**src/rtl/ccu_pkg.sv**
```systemverilog
package ccu_pkg;

  ////////////////////////////////////////////////////////////////////////////
  // Register byte addresses
  localparam logic [7:0] ADDR_UNIT_CONTROL = 8'h00;
  localparam logic [7:0] ADDR_VALUE_LOW    = 8'h04;
  localparam logic [7:0] ADDR_VALUE_HIGH   = 8'h08;
  localparam logic [7:0] ADDR_FLAG         = 8'h0c;
  localparam logic [7:0] ADDR_ENABLE       = 8'h10;
  localparam logic [7:0] ADDR_PIN_CONFIG   = 8'h14;

  ////////////////////////////////////////////////////////////////////////////
  // Field positions
  localparam int FLAG_BIT    = 0;
  localparam int PIN_DIR_BIT = 0;
  localparam int PORT_BIT    = 1;
  localparam int ALT_SEL_BIT = 2;

  ////////////////////////////////////////////////////////////////////////////
  // Reset values
  localparam logic [7:0] CONTROL_RESET  = 8'h00;
  localparam logic [7:0] VALUE_RESET    = 8'h00;
  localparam logic       PIN_DIR_RESET  = 1'b1;
  localparam logic       ALT_SEL_RESET  = 1'b0;

  ////////////////////////////////////////////////////////////////////////////
  // Mode codes of unit_mode_select
  localparam logic [3:0] MODE_OFF        = 4'h0;
  localparam logic [3:0] MODE_CMP_TOGGLE = 4'h2;
  localparam logic [3:0] MODE_CAP_FALL   = 4'h4;
  localparam logic [3:0] MODE_CAP_RISE   = 4'h5;
  localparam logic [3:0] MODE_CAP_RISE4  = 4'h6;
  localparam logic [3:0] MODE_CAP_RISE16 = 4'h7;
  localparam logic [3:0] MODE_CMP_SET    = 4'h8;
  localparam logic [3:0] MODE_CMP_CLEAR  = 4'h9;
  localparam logic [3:0] MODE_CMP_SWINT  = 4'ha;
  localparam logic [3:0] MODE_CMP_SPECIAL = 4'hb;

  ////////////////////////////////////////////////////////////////////////////
  // Prescaler counts
  localparam logic [3:0] PRESCALE_4_LAST  = 4'h3;
  localparam logic [3:0] PRESCALE_16_LAST = 4'hf;

endpackage

```
**src/rtl/capture_compare_unit.sv**
```systemverilog
// Added by the designer: the address map and register access over APB.
`timescale 1ns/1ps
module capture_compare_unit (
  input  wire logic        ref_clk,
  input  wire logic        reset,
  // APB slave
  input  wire logic        psel,
  input  wire logic        penable,
  input  wire logic        pwrite,
  input  wire logic [7:0]  paddr,
  input  wire logic [31:0] pwdata,
  output logic [31:0]      prdata,
  output logic             pready,
  output logic             pslverr,
  // Shared sixteen-bit timer
  input  wire logic [15:0] timer_count,
  input  wire logic        timer_ext_clk,
  input  wire logic        sleep,
  output logic             timer_hold,
  output logic             timer_reset_req,
  // Converter
  input  wire logic        adc_enabled,
  output logic             adc_start,
  // Event request to system interrupt logic
  output logic             unit_event_request,
  // Two candidate package pins
  input  wire logic        pad0_in,
  output logic             pad0_out,
  output logic             pad0_oe,
  input  wire logic        pad1_in,
  output logic             pad1_out,
  output logic             pad1_oe
);

  ////////////////////////////////////////////////////////////////////////////
  // Registers

  logic [7:0]  control_q;
  logic [7:0]  value_low_q;
  logic [7:0]  value_high_q;
  logic        flag_q;
  logic        enable_q;
  logic        pin_dir_q;
  logic        port_data_q;
  logic        alt_sel_q;
  logic        cmp_latch_q;
  logic        match_prev_q;
  logic        trigger_q;
  logic        adc_q;
  logic [31:0] prdata_q;
  logic        pslverr_q;

  ////////////////////////////////////////////////////////////////////////////
  // Bus decode

  wire         setup_phase = psel & ~penable;
  wire         access_wr   = psel & penable & pwrite;
  wire         hit_control = (paddr == ccu_pkg::ADDR_UNIT_CONTROL);
  wire         hit_low     = (paddr == ccu_pkg::ADDR_VALUE_LOW);
  wire         hit_high    = (paddr == ccu_pkg::ADDR_VALUE_HIGH);
  wire         hit_flag    = (paddr == ccu_pkg::ADDR_FLAG);
  wire         hit_enable  = (paddr == ccu_pkg::ADDR_ENABLE);
  wire         hit_pin     = (paddr == ccu_pkg::ADDR_PIN_CONFIG);
  wire         mapped      = hit_control | hit_low | hit_high | hit_flag | hit_enable | hit_pin;
  wire         wr_control  = access_wr & hit_control;
  wire         wr_low      = access_wr & hit_low;
  wire         wr_high     = access_wr & hit_high;
  wire         wr_flag     = access_wr & hit_flag;
  wire         wr_enable   = access_wr & hit_enable;
  wire         wr_pin      = access_wr & hit_pin;
  wire [2:0]   pin_cfg     = {alt_sel_q, port_data_q, pin_dir_q};
  wire [31:0]  read_mux    = hit_control ? {24'h0, control_q}    :
                             hit_low     ? {24'h0, value_low_q}  :
                             hit_high    ? {24'h0, value_high_q} :
                             hit_flag    ? {31'h0, flag_q}       :
                             hit_enable  ? {31'h0, enable_q}     :
                             hit_pin     ? {29'h0, pin_cfg}      : 32'h0;

  assign pready  = 1'b1;
  assign prdata  = prdata_q;
  assign pslverr = pslverr_q;

  // Read data captured in setup, so the answer comes from flip-flops
  always_ff @(posedge ref_clk or posedge reset) begin
    if (reset) begin
      prdata_q  <= 32'h0;
      pslverr_q <= 1'b0;
    end else if (setup_phase) begin
      prdata_q  <= pwrite ? 32'h0 : read_mux;
      pslverr_q <= ~mapped;
    end
  end

  ////////////////////////////////////////////////////////////////////////////
  // Mode decode

  wire [3:0]   mode        = control_q[3:0];
  wire         cap_mode    = (mode[3:2] == 2'b01);
  wire         cap_fall    = (mode == ccu_pkg::MODE_CAP_FALL);
  wire         cap_rise    = (mode == ccu_pkg::MODE_CAP_RISE);
  wire         cap_rise4   = (mode == ccu_pkg::MODE_CAP_RISE4);
  wire         cap_rise16  = (mode == ccu_pkg::MODE_CAP_RISE16);
  wire         cmp_toggle  = (mode == ccu_pkg::MODE_CMP_TOGGLE);
  wire         cmp_set     = (mode == ccu_pkg::MODE_CMP_SET);
  wire         cmp_clear   = (mode == ccu_pkg::MODE_CMP_CLEAR);
  wire         cmp_swint   = (mode == ccu_pkg::MODE_CMP_SWINT);
  wire         cmp_special = (mode == ccu_pkg::MODE_CMP_SPECIAL);
  wire         cmp_drives  = cmp_toggle | cmp_set | cmp_clear;
  wire         cmp_mode    = cmp_drives | cmp_swint | cmp_special;

  ////////////////////////////////////////////////////////////////////////////
  // Pin routing and capture path

  // Pad input buffer stays live while driving, so port writes loop back
  wire         pin_in_sel = alt_sel_q ? pad1_in : pad0_in;
  wire         pin_rise;
  wire         pin_fall;
  wire         presc_fire;
  wire [3:0]   presc_count;
  wire [3:0]   presc_last  = cap_rise16 ? ccu_pkg::PRESCALE_16_LAST :
                             cap_rise4  ? ccu_pkg::PRESCALE_4_LAST  : 4'h0;

  edge_sync u_edge_sync (
    .ref_clk  (ref_clk),
    .reset    (reset),
    .async_in (pin_in_sel),
    .rise     (pin_rise),
    .fall     (pin_fall)
  );

  capture_prescaler u_capture_prescaler (
    .ref_clk    (ref_clk),
    .reset      (reset),
    .clear      (~cap_mode),
    .rise       (pin_rise & (cap_rise | cap_rise4 | cap_rise16)),
    .last_count (presc_last),
    .fire       (presc_fire),
    .count      (presc_count)
  );

  // No sleep gating: an externally clocked timer keeps captures alive
  wire         capture_fire = cap_mode & ((cap_fall & pin_fall) | presc_fire);

  ////////////////////////////////////////////////////////////////////////////
  // Compare path

  wire [15:0]  value     = {value_high_q, value_low_q};
  wire         match_now = cmp_mode & (value == timer_count);
  // Act once per match, not on every cycle the timer sits equal
  wire         cmp_act   = match_now & ~match_prev_q;
  wire         latch_d   = cmp_set    ? 1'b1 :
                           cmp_clear  ? 1'b0 :
                           cmp_toggle ? ~cmp_latch_q : cmp_latch_q;
  wire         flag_set  = capture_fire | cmp_act;
  // Hardware set wins over a software clear in the same cycle
  wire         flag_d    = flag_set ? 1'b1 : (wr_flag ? pwdata[ccu_pkg::FLAG_BIT] : flag_q);

  always_ff @(posedge ref_clk or posedge reset) begin
    if (reset) begin
      control_q    <= ccu_pkg::CONTROL_RESET;
      enable_q     <= 1'b0;
      pin_dir_q    <= ccu_pkg::PIN_DIR_RESET;
      port_data_q  <= 1'b0;
      alt_sel_q    <= ccu_pkg::ALT_SEL_RESET;
      flag_q       <= 1'b0;
      match_prev_q <= 1'b0;
    end else begin
      if (wr_control) begin
        control_q <= pwdata[7:0];
      end
      if (wr_enable) begin
        enable_q <= pwdata[0];
      end
      if (wr_pin) begin
        pin_dir_q   <= pwdata[ccu_pkg::PIN_DIR_BIT];
        port_data_q <= pwdata[ccu_pkg::PORT_BIT];
        alt_sel_q   <= pwdata[ccu_pkg::ALT_SEL_BIT];
      end
      flag_q       <= flag_d;
      match_prev_q <= match_now;
    end
  end

  // Capture beats a software write to the value pair
  always_ff @(posedge ref_clk or posedge reset) begin
    if (reset) begin
      value_low_q  <= ccu_pkg::VALUE_RESET;
      value_high_q <= ccu_pkg::VALUE_RESET;
    end else if (capture_fire) begin
      value_low_q  <= timer_count[7:0];
      value_high_q <= timer_count[15:8];
    end else begin
      if (wr_low) begin
        value_low_q <= pwdata[7:0];
      end
      if (wr_high) begin
        value_high_q <= pwdata[7:0];
      end
    end
  end

  always_ff @(posedge ref_clk or posedge reset) begin
    if (reset) begin
      cmp_latch_q <= 1'b0;
      trigger_q   <= 1'b0;
      adc_q       <= 1'b0;
    end else begin
      if (wr_control && pwdata[7:0] == 8'h00) begin
        cmp_latch_q <= 1'b0;
      end else if (cmp_act) begin
        cmp_latch_q <= latch_d;
      end
      trigger_q <= cmp_act & cmp_special;
      adc_q     <= cmp_act & cmp_special & adc_enabled;
    end
  end

  ////////////////////////////////////////////////////////////////////////////
  // Outputs

  // Software interrupt and special trigger modes leave the port latch on the pin
  wire         pin_level = cmp_drives ? cmp_latch_q : port_data_q;

  assign pad0_out           = ~alt_sel_q & pin_level;
  assign pad0_oe            = ~alt_sel_q & ~pin_dir_q;
  assign pad1_out           = alt_sel_q & pin_level;
  assign pad1_oe            = alt_sel_q & ~pin_dir_q;
  assign timer_reset_req    = trigger_q;
  assign adc_start          = adc_q;
  assign timer_hold         = sleep & ~timer_ext_clk;
  // Masking only here; a false flag from a mode change stays for software
  assign unit_event_request = flag_q & enable_q;

  ////////////////////////////////////////////////////////////////////////////
  // Checks

  a_capture_value: assert property (@(posedge ref_clk) disable iff (reset)
    capture_fire |=> value == $past(timer_count))
    else $error("capture did not store timer count");

  a_capture_flag: assert property (@(posedge ref_clk) disable iff (reset)
    capture_fire |=> flag_q)
    else $error("capture did not set event flag");

  a_flag_sticky: assert property (@(posedge ref_clk) disable iff (reset)
    flag_q && !wr_flag |=> flag_q)
    else $error("event flag cleared without software");

  a_presc_cleared: assert property (@(posedge ref_clk) disable iff (reset)
    !cap_mode |=> presc_count == 4'h0)
    else $error("prescaler not cleared outside capture");

  // A direct switch from divide by sixteen may leave the count above three
  a_every_fourth: assert property (@(posedge ref_clk) disable iff (reset)
    cap_rise4 && presc_fire |-> presc_count >= ccu_pkg::PRESCALE_4_LAST
    ##1 presc_count == 4'h0)
    else $error("divide by four fired at wrong count");

  a_match_flag: assert property (@(posedge ref_clk) disable iff (reset)
    cmp_act && !wr_control |=> flag_q && (cmp_drives ? cmp_latch_q == $past(latch_d) : 1'b1))
    else $error("match action and flag not together");

  a_toggle_flip: assert property (@(posedge ref_clk) disable iff (reset)
    cmp_act && cmp_toggle && !wr_control |=> cmp_latch_q != $past(cmp_latch_q))
    else $error("toggle mode did not flip latch");

  a_special_trig: assert property (@(posedge ref_clk) disable iff (reset)
    cmp_act && cmp_special |=> timer_reset_req && (adc_start == $past(adc_enabled)) ##1
    !timer_reset_req)
    else $error("special trigger pulse wrong");

  a_swint_pin: assert property (@(posedge ref_clk) disable iff (reset)
    cmp_swint |-> pin_level == port_data_q)
    else $error("software interrupt mode drove the pin");

  a_zero_low: assert property (@(posedge ref_clk) disable iff (reset)
    wr_control && pwdata[7:0] == 8'h00 |=> !cmp_latch_q)
    else $error("clearing control left latch high");

  a_one_edge: assert property (@(posedge ref_clk) disable iff (reset)
    capture_fire |=> !capture_fire)
    else $error("one edge gave two captures");

  a_alt_route: assert property (@(posedge ref_clk) disable iff (reset)
    alt_sel_q |-> !pad0_oe && !pad0_out)
    else $error("default pin driven while rerouted");

  a_timer_hold: assert property (@(posedge ref_clk) disable iff (reset)
    sleep && !timer_ext_clk |-> timer_hold)
    else $error("timer not held in sleep");

  a_fall_capture: assert property (@(posedge ref_clk) disable iff (reset)
    cap_fall && pin_fall |-> capture_fire)
    else $error("falling edge gave no capture");

  a_set_wins: assert property (@(posedge ref_clk) disable iff (reset)
    flag_set && wr_flag |=> flag_q)
    else $error("software clear beat a hardware set");

  a_presc_keep: assert property (@(posedge ref_clk) disable iff (reset)
    cap_mode && !pin_rise |=> presc_count == $past(presc_count))
    else $error("prescaler count lost inside capture");

  a_match_sets: assert property (@(posedge ref_clk) disable iff (reset)
    cmp_mode && value == timer_count && !match_prev_q |=> flag_q)
    else $error("equal count raised no flag");

  a_special_pin: assert property (@(posedge ref_clk) disable iff (reset)
    cmp_special |-> pin_level == port_data_q)
    else $error("special trigger mode drove the pin");

  a_adc_with_trig: assert property (@(posedge ref_clk) disable iff (reset)
    adc_start |-> timer_reset_req)
    else $error("conversion start without timer reset");

endmodule

```
**src/rtl/capture_prescaler.sv**
```systemverilog
`timescale 1ns/1ps
module capture_prescaler (
  input  wire logic       ref_clk,
  input  wire logic       reset,
  input  wire logic       clear,
  input  wire logic       rise,
  input  wire logic [3:0] last_count,
  output logic            fire,
  output logic [3:0]      count
);

  logic [3:0] count_q;
  logic [3:0] count_d;
  logic       wrap;

  assign wrap    = (count_q >= last_count);
  assign fire    = rise & wrap;
  assign count_d = clear ? 4'h0 : (rise ? (wrap ? 4'h0 : 4'(count_q + 4'h1)) : count_q);
  assign count   = count_q;

  // Count survives a change of divisor; wrap test uses >= for that case
  always_ff @(posedge ref_clk or posedge reset) begin
    if (reset) begin
      count_q <= 4'h0;
    end else begin
      count_q <= count_d;
    end
  end

endmodule

```
**src/rtl/edge_sync.sv**
```systemverilog
`timescale 1ns/1ps
module edge_sync (
  input  wire logic ref_clk,
  input  wire logic reset,
  input  wire logic async_in,
  output logic      rise,
  output logic      fall
);

  logic meta_q;
  logic sync_q;
  logic last_q;

  // First stage feeds only the second stage
  always_ff @(posedge ref_clk or posedge reset) begin
    if (reset) begin
      meta_q <= 1'b0;
      sync_q <= 1'b0;
      last_q <= 1'b0;
    end else begin
      meta_q <= async_in;
      sync_q <= meta_q;
      last_q <= sync_q;
    end
  end

  assign rise = sync_q & ~last_q;
  assign fall = ~sync_q & last_q;

endmodule
```
**config.mk**
```make
export PLATFORM = sky130hd
export DESIGN_NAME = capture_compare_unit
export DESIGN_NICKNAME = d
export VERILOG_FILES = /design/src/rtl/ccu_pkg.sv /design/src/rtl/capture_compare_unit.sv /design/src/rtl/capture_prescaler.sv /design/src/rtl/edge_sync.sv
export SDC_FILE = /design/constraint.sdc
export NUM_CORES = 1
export LEC_CHECK = 0
export BUFFER_PORTS_ARGS = -buffer_cell sky130_fd_sc_hd__buf_2
export CELL_PAD_IN_SITES_DETAIL_PLACEMENT = 0
export CELL_PAD_IN_SITES_GLOBAL_PLACEMENT = 1
export CORE_ASPECT_RATIO = 0.7
export CORE_MARGIN = 2
export CORE_UTILIZATION = 37
export DETAILED_ROUTE_END_ITERATION = 10
export GPL_TIMING_DRIVEN = 0
export PLACE_DENSITY = 0.74
export SLEW_MARGIN = 25
export SYNTH_ARGS = -nofsm -noshare
export SYNTH_HDL_FRONTEND = slang
export SYNTH_SLANG_ARGS = --single-unit
```
**constraint.sdc**
```tcl
create_clock -name ref_clk -period 7.2 [get_ports ref_clk]
set_input_delay 0.72 -clock ref_clk [delete_from_list [all_inputs] [get_ports ref_clk]]
set_output_delay 0.72 -clock ref_clk [all_outputs]
set_load 0.005 [all_outputs]
```
==> impl_metrics.json <==
{
  "outcome": "finished, final reports clean",
  "tritoncts": "built",
  "clk_path_buf_depth": 2,
  "drc_errors": 0,
  "hold_path_class": "flip-flop to flip-flop",
  "swShare_pct": 25.5,
  "timing.setup.tns_ns": 0,
  "ant_nets": 0,
  "finalNetCount": 449,
  "max_slew_margin_pct": 46.6,
  "maxCapViolCount": 0,
  "wire_length_of_the_first_global_routing_pass_um": 11800,
  "grt_setup_unrepaired": "no",
  "grt_use_total_pct": 16.7,
  "comb_power_share_pct": 14.1,
  "global_route.overflow_total": 0,
  "report.final.slew_viol_count": 0,
  "post_cts_repair_setup_buffers": 0,
  "clock_skew_ns": 0.00892,
  "vias": 2379,
  "synthFlopType": "sky130_fd_sc_hd__dfrtp_1",
  "grt_pass1_vias": 2248,
  "first_pass_iters": 4,
  "viasPerCell": 4.92,
  "transition_at_the_pin_with_the_smallest_max_transition_slack_ns": 0.794,
  "cp-end-kind": "flip-flop",
  "timing.rr.start": "control_q[3]",
  "boundaryPins": 108,
  "final.min_clock_period_ns": 2.70,
  "startpoint_type": "flip-flop",
  "setup_viol_count_final": 0,
  "worstPathMaxFanout": 10,
  "ctsHoldBuffers": 0,
  "dieArea_um2": 9230,
  "antenna_found_initial": 0,
  "die_h_um": 81.0,
  "critical_path_at_ns": 2.87,
  "dp.final_hpwl_um": 5690,
  "synth.distinct_cells": 48,
  "synth.area.top_cells": "sky130_fd_sc_hd__dfrtp_1 38%, sky130_fd_sc_hd__mux2_2 14%, sky130_fd_sc_hd__buf_4 6.5%",
  "floorplan.initialDensity_pct": 37.6,
  "std_cell_rows": 28,
  "synth-async-reset-ratio_pct": 100,
  "critPathKind": "flip-flop to flip-flop",
  "yosys.area.top_type_share_pct": 38.4,
  "synth_enable_flop_cells": 0,
  "syn-cell-area_um2": 3130,
  "final.period_utilization_pct": 37.5,
  "yosysTopAreaCell": "sky130_fd_sc_hd__dfrtp_1",
  "drt-wirelength-per-cell_um": 15.3,
  "worst_setup_hold_path_clk_slew_ns": 0.07,
  "synthesis.yosys.warnings": 0,
  "core_um2": 8340,
  "ctsHtreeMaxLevel": 2,
  "clock_insertion_delay_worst_skew_ns": 0.29,
  "leakagePower_nw": 1.85,
  "port_buffers": 56,
  "report.final.hold_viol_count": 0,
  "p_int_mw": 0.459,
  "synth_cells": 292,
  "fmaxAchievable_ghz": 0.371,
  "cts.root.buffer_cell": "sky130_fd_sc_hd__clkbuf_16",
  "final_antenna_diode_count": 0,
  "globalplace.congestion": 0.832,
  "pin_count_of_the_biggest_net_entering_global_routing": 50,
  "cts_sinks": 49,
  "holdCritStartpoint": "u_edge_sync.meta_q",
  "die-width_um": 114,
  "synth_seq_area_share_pct": 39.2,
  "worst-endpoint-required_ns": 7.37,
  "p_seq_share_pct": 47.6,
  "final_layout_size_suffix_gt1_share_pct": 40.4,
  "clock_buffer_count_from_cts": 5,
  "area_growth_syn_to_layout_pct": 20.6,
  "syn_area_per_cell_um2": 10.7,
  "worst_setup_path_startpoint": "control_q[3]",
  "cts_repair_resize_count": 0,
  "number_of_violations_reported_at_the_end_of_detailed_routing_iteration_0": 65,
  "post-route-util_pct": 45.3,
  "synth.ff_latch_count": 49,
  "power_density_nw_per_um2": 163,
  "vdd_ir_drop_max_mv": 0.0888,
  "p_sw_mw": 0.157,
  "routed_wl_um": 7380,
  "part_of_the_total_power_dissipated_in_the_clock_network_pct": 38.3
}
-- cell usage in the layout, fill, tap and decap left out, types with 2 or more instances in the layout --
cell,count
sky130_fd_sc_hd__a21o_1,3
sky130_fd_sc_hd__a21oi_1,13
sky130_fd_sc_hd__a31oi_1,3
sky130_fd_sc_hd__and2_1,4
sky130_fd_sc_hd__and3_1,3
sky130_fd_sc_hd__buf_2,58
sky130_fd_sc_hd__buf_4,27
sky130_fd_sc_hd__buf_6,2
sky130_fd_sc_hd__clkbuf_1,8
sky130_fd_sc_hd__clkbuf_16,5
sky130_fd_sc_hd__clkinvlp_4,2
sky130_fd_sc_hd__conb_1,25
sky130_fd_sc_hd__dfrtp_1,48
sky130_fd_sc_hd__ha_1,5
sky130_fd_sc_hd__inv_1,11
sky130_fd_sc_hd__mux2_2,39
sky130_fd_sc_hd__mux2_4,10
sky130_fd_sc_hd__mux2i_1,4
sky130_fd_sc_hd__nand2_1,14
sky130_fd_sc_hd__nand2b_1,2
sky130_fd_sc_hd__nand3_1,2
sky130_fd_sc_hd__nand4_1,7
sky130_fd_sc_hd__nor2_1,14
sky130_fd_sc_hd__nor2b_1,12
sky130_fd_sc_hd__nor3_1,3
sky130_fd_sc_hd__nor4_1,2
sky130_fd_sc_hd__o21ai_0,7
sky130_fd_sc_hd__o221ai_1,5
sky130_fd_sc_hd__o31ai_1,2
sky130_fd_sc_hd__or3_1,4
sky130_fd_sc_hd__xnor2_1,15
-- cells in the mapped netlist, drive strengths merged (5+ instances only) --
cell type / n
nand4: 8
buf: 31
ha: 5
inv: 12
nor3: 5
nor2b: 12
nor2: 15
o221ai: 5
mux2: 49
a21oi: 13
clkbuf: 7
nand2: 14
o21ai: 8
xnor2: 15
dfrtp: 48
-- critical path: stages, from the launching register on --
cell                       delay, ns
sky130_fd_sc_hd__dfrtp_1        0.35
sky130_fd_sc_hd__buf_2          0.17
sky130_fd_sc_hd__nor2b_1        0.22
sky130_fd_sc_hd__and2_1         0.20
sky130_fd_sc_hd__ha_1           0.23
sky130_fd_sc_hd__nand2b_1       0.14
sky130_fd_sc_hd__a21o_1         0.17
sky130_fd_sc_hd__a21o_1         0.22
sky130_fd_sc_hd__a211oi_4       0.28
sky130_fd_sc_hd__nor2_4         0.12
sky130_fd_sc_hd__buf_6          0.18
sky130_fd_sc_hd__mux2_4         0.30
-- layer usage --
layer  track usage, %  vias to the layer above  share of wire [%]
li1                 -                     1152                  -
met1             25.5                     1131                 50
met2             24.4                       90                 41
met3             3.13                        6                7.9
met4             3.66                        0               0.77
met5                0                        -                  0
-- flip-flops by register name, indices dropped and copies added, names as in the netlist --
signal / cells
control_q: 8
prdata: 8
value_high_q: 8
value_low_q: 8
u_capture_prescaler.count: 4
adc_start: 1
alt_sel_q: 1
cmp_latch_q: 1
enable_q: 1
flag_q: 1
match_prev_q: 1
pin_dir_q: 1
port_data_q: 1
pslverr: 1
timer_reset_req: 1
u_edge_sync.last_q: 1
u_edge_sync.meta_q: 1
u_edge_sync.sync_q: 1
-- cells by family after synthesis --
group / count (synthesis) / synth area share (%)
adders and majority gates: 5 / 2.00
muxes: 53 / 20.1
other: 2 / 0.240
DFF: 49 / 39.2
AOI/OAI and AO/OA: 39 / 8.47
buffers and inverters: 50 / 9.79
xor gates and xnor gates: 16 / 4.47
and+or+nand+nor: 78 / 15.7
-- path summary, 6_finish.rpt --
| check | endpoint | slack [ns] | cells past startpoint |
|---|---|---|---|
| hold reg to reg | u_edge_sync.sync_q | 0.36 | 0 |
| setup / recovery | value_high_q[2] | 4.50 | 11 |
| setup reg to reg | value_high_q[2] | 4.50 | 11 |
| min in group asynchronous | value_low_q[2] | 0.52 | 2 |
| hold / removal | u_edge_sync.sync_q | 0.36 | 0 |
| max in group asynchronous | timer_reset_req | 6.24 | 2 |
-- cell type report --
class / count / area [um2]
sequential: 49 / 1230
tap: 105 / 131
clock inverter: 2 / 15.0
multi-input combinational: 216 / 1680
clock buffer: 6 / 129
buffer: 38 / 262
timing repair buffer: 56 / 280
inverter: 12 / 47.5
fill: 807 / 4560
-- stage by stage --
step	area [um2]	total power, mW	hold WS (ns)	instances	setup slack (ns)
5_1_grt	3780	0.643	0.369	484	4.30
2_1_floorplan	3220	0.355	0.331	315	4.71
3_3_place_gp	3630	0.384	0.338	476	4.52
3_5_place_dp	3630	0.385	0.346	476	4.49
6_report	3780	0.616	0.363	484	4.50
4_1_cts	3780	0.621	0.364	484	4.47
-- power groups by stage --
stage | Sequential (mW) | Clock (mW) | Combinational, mW
after floorplan | 0.296 | 0 | 0.0588
after global placement | 0.298 | 0 | 0.0855
after detailed placement | 0.299 | 0 | 0.0867
after CTS | 0.293 | 0.241 | 0.0872
after global routing | 0.295 | 0.252 | 0.0963
final | 0.293 | 0.236 | 0.0870
Power figures use the tool's default switching activity.
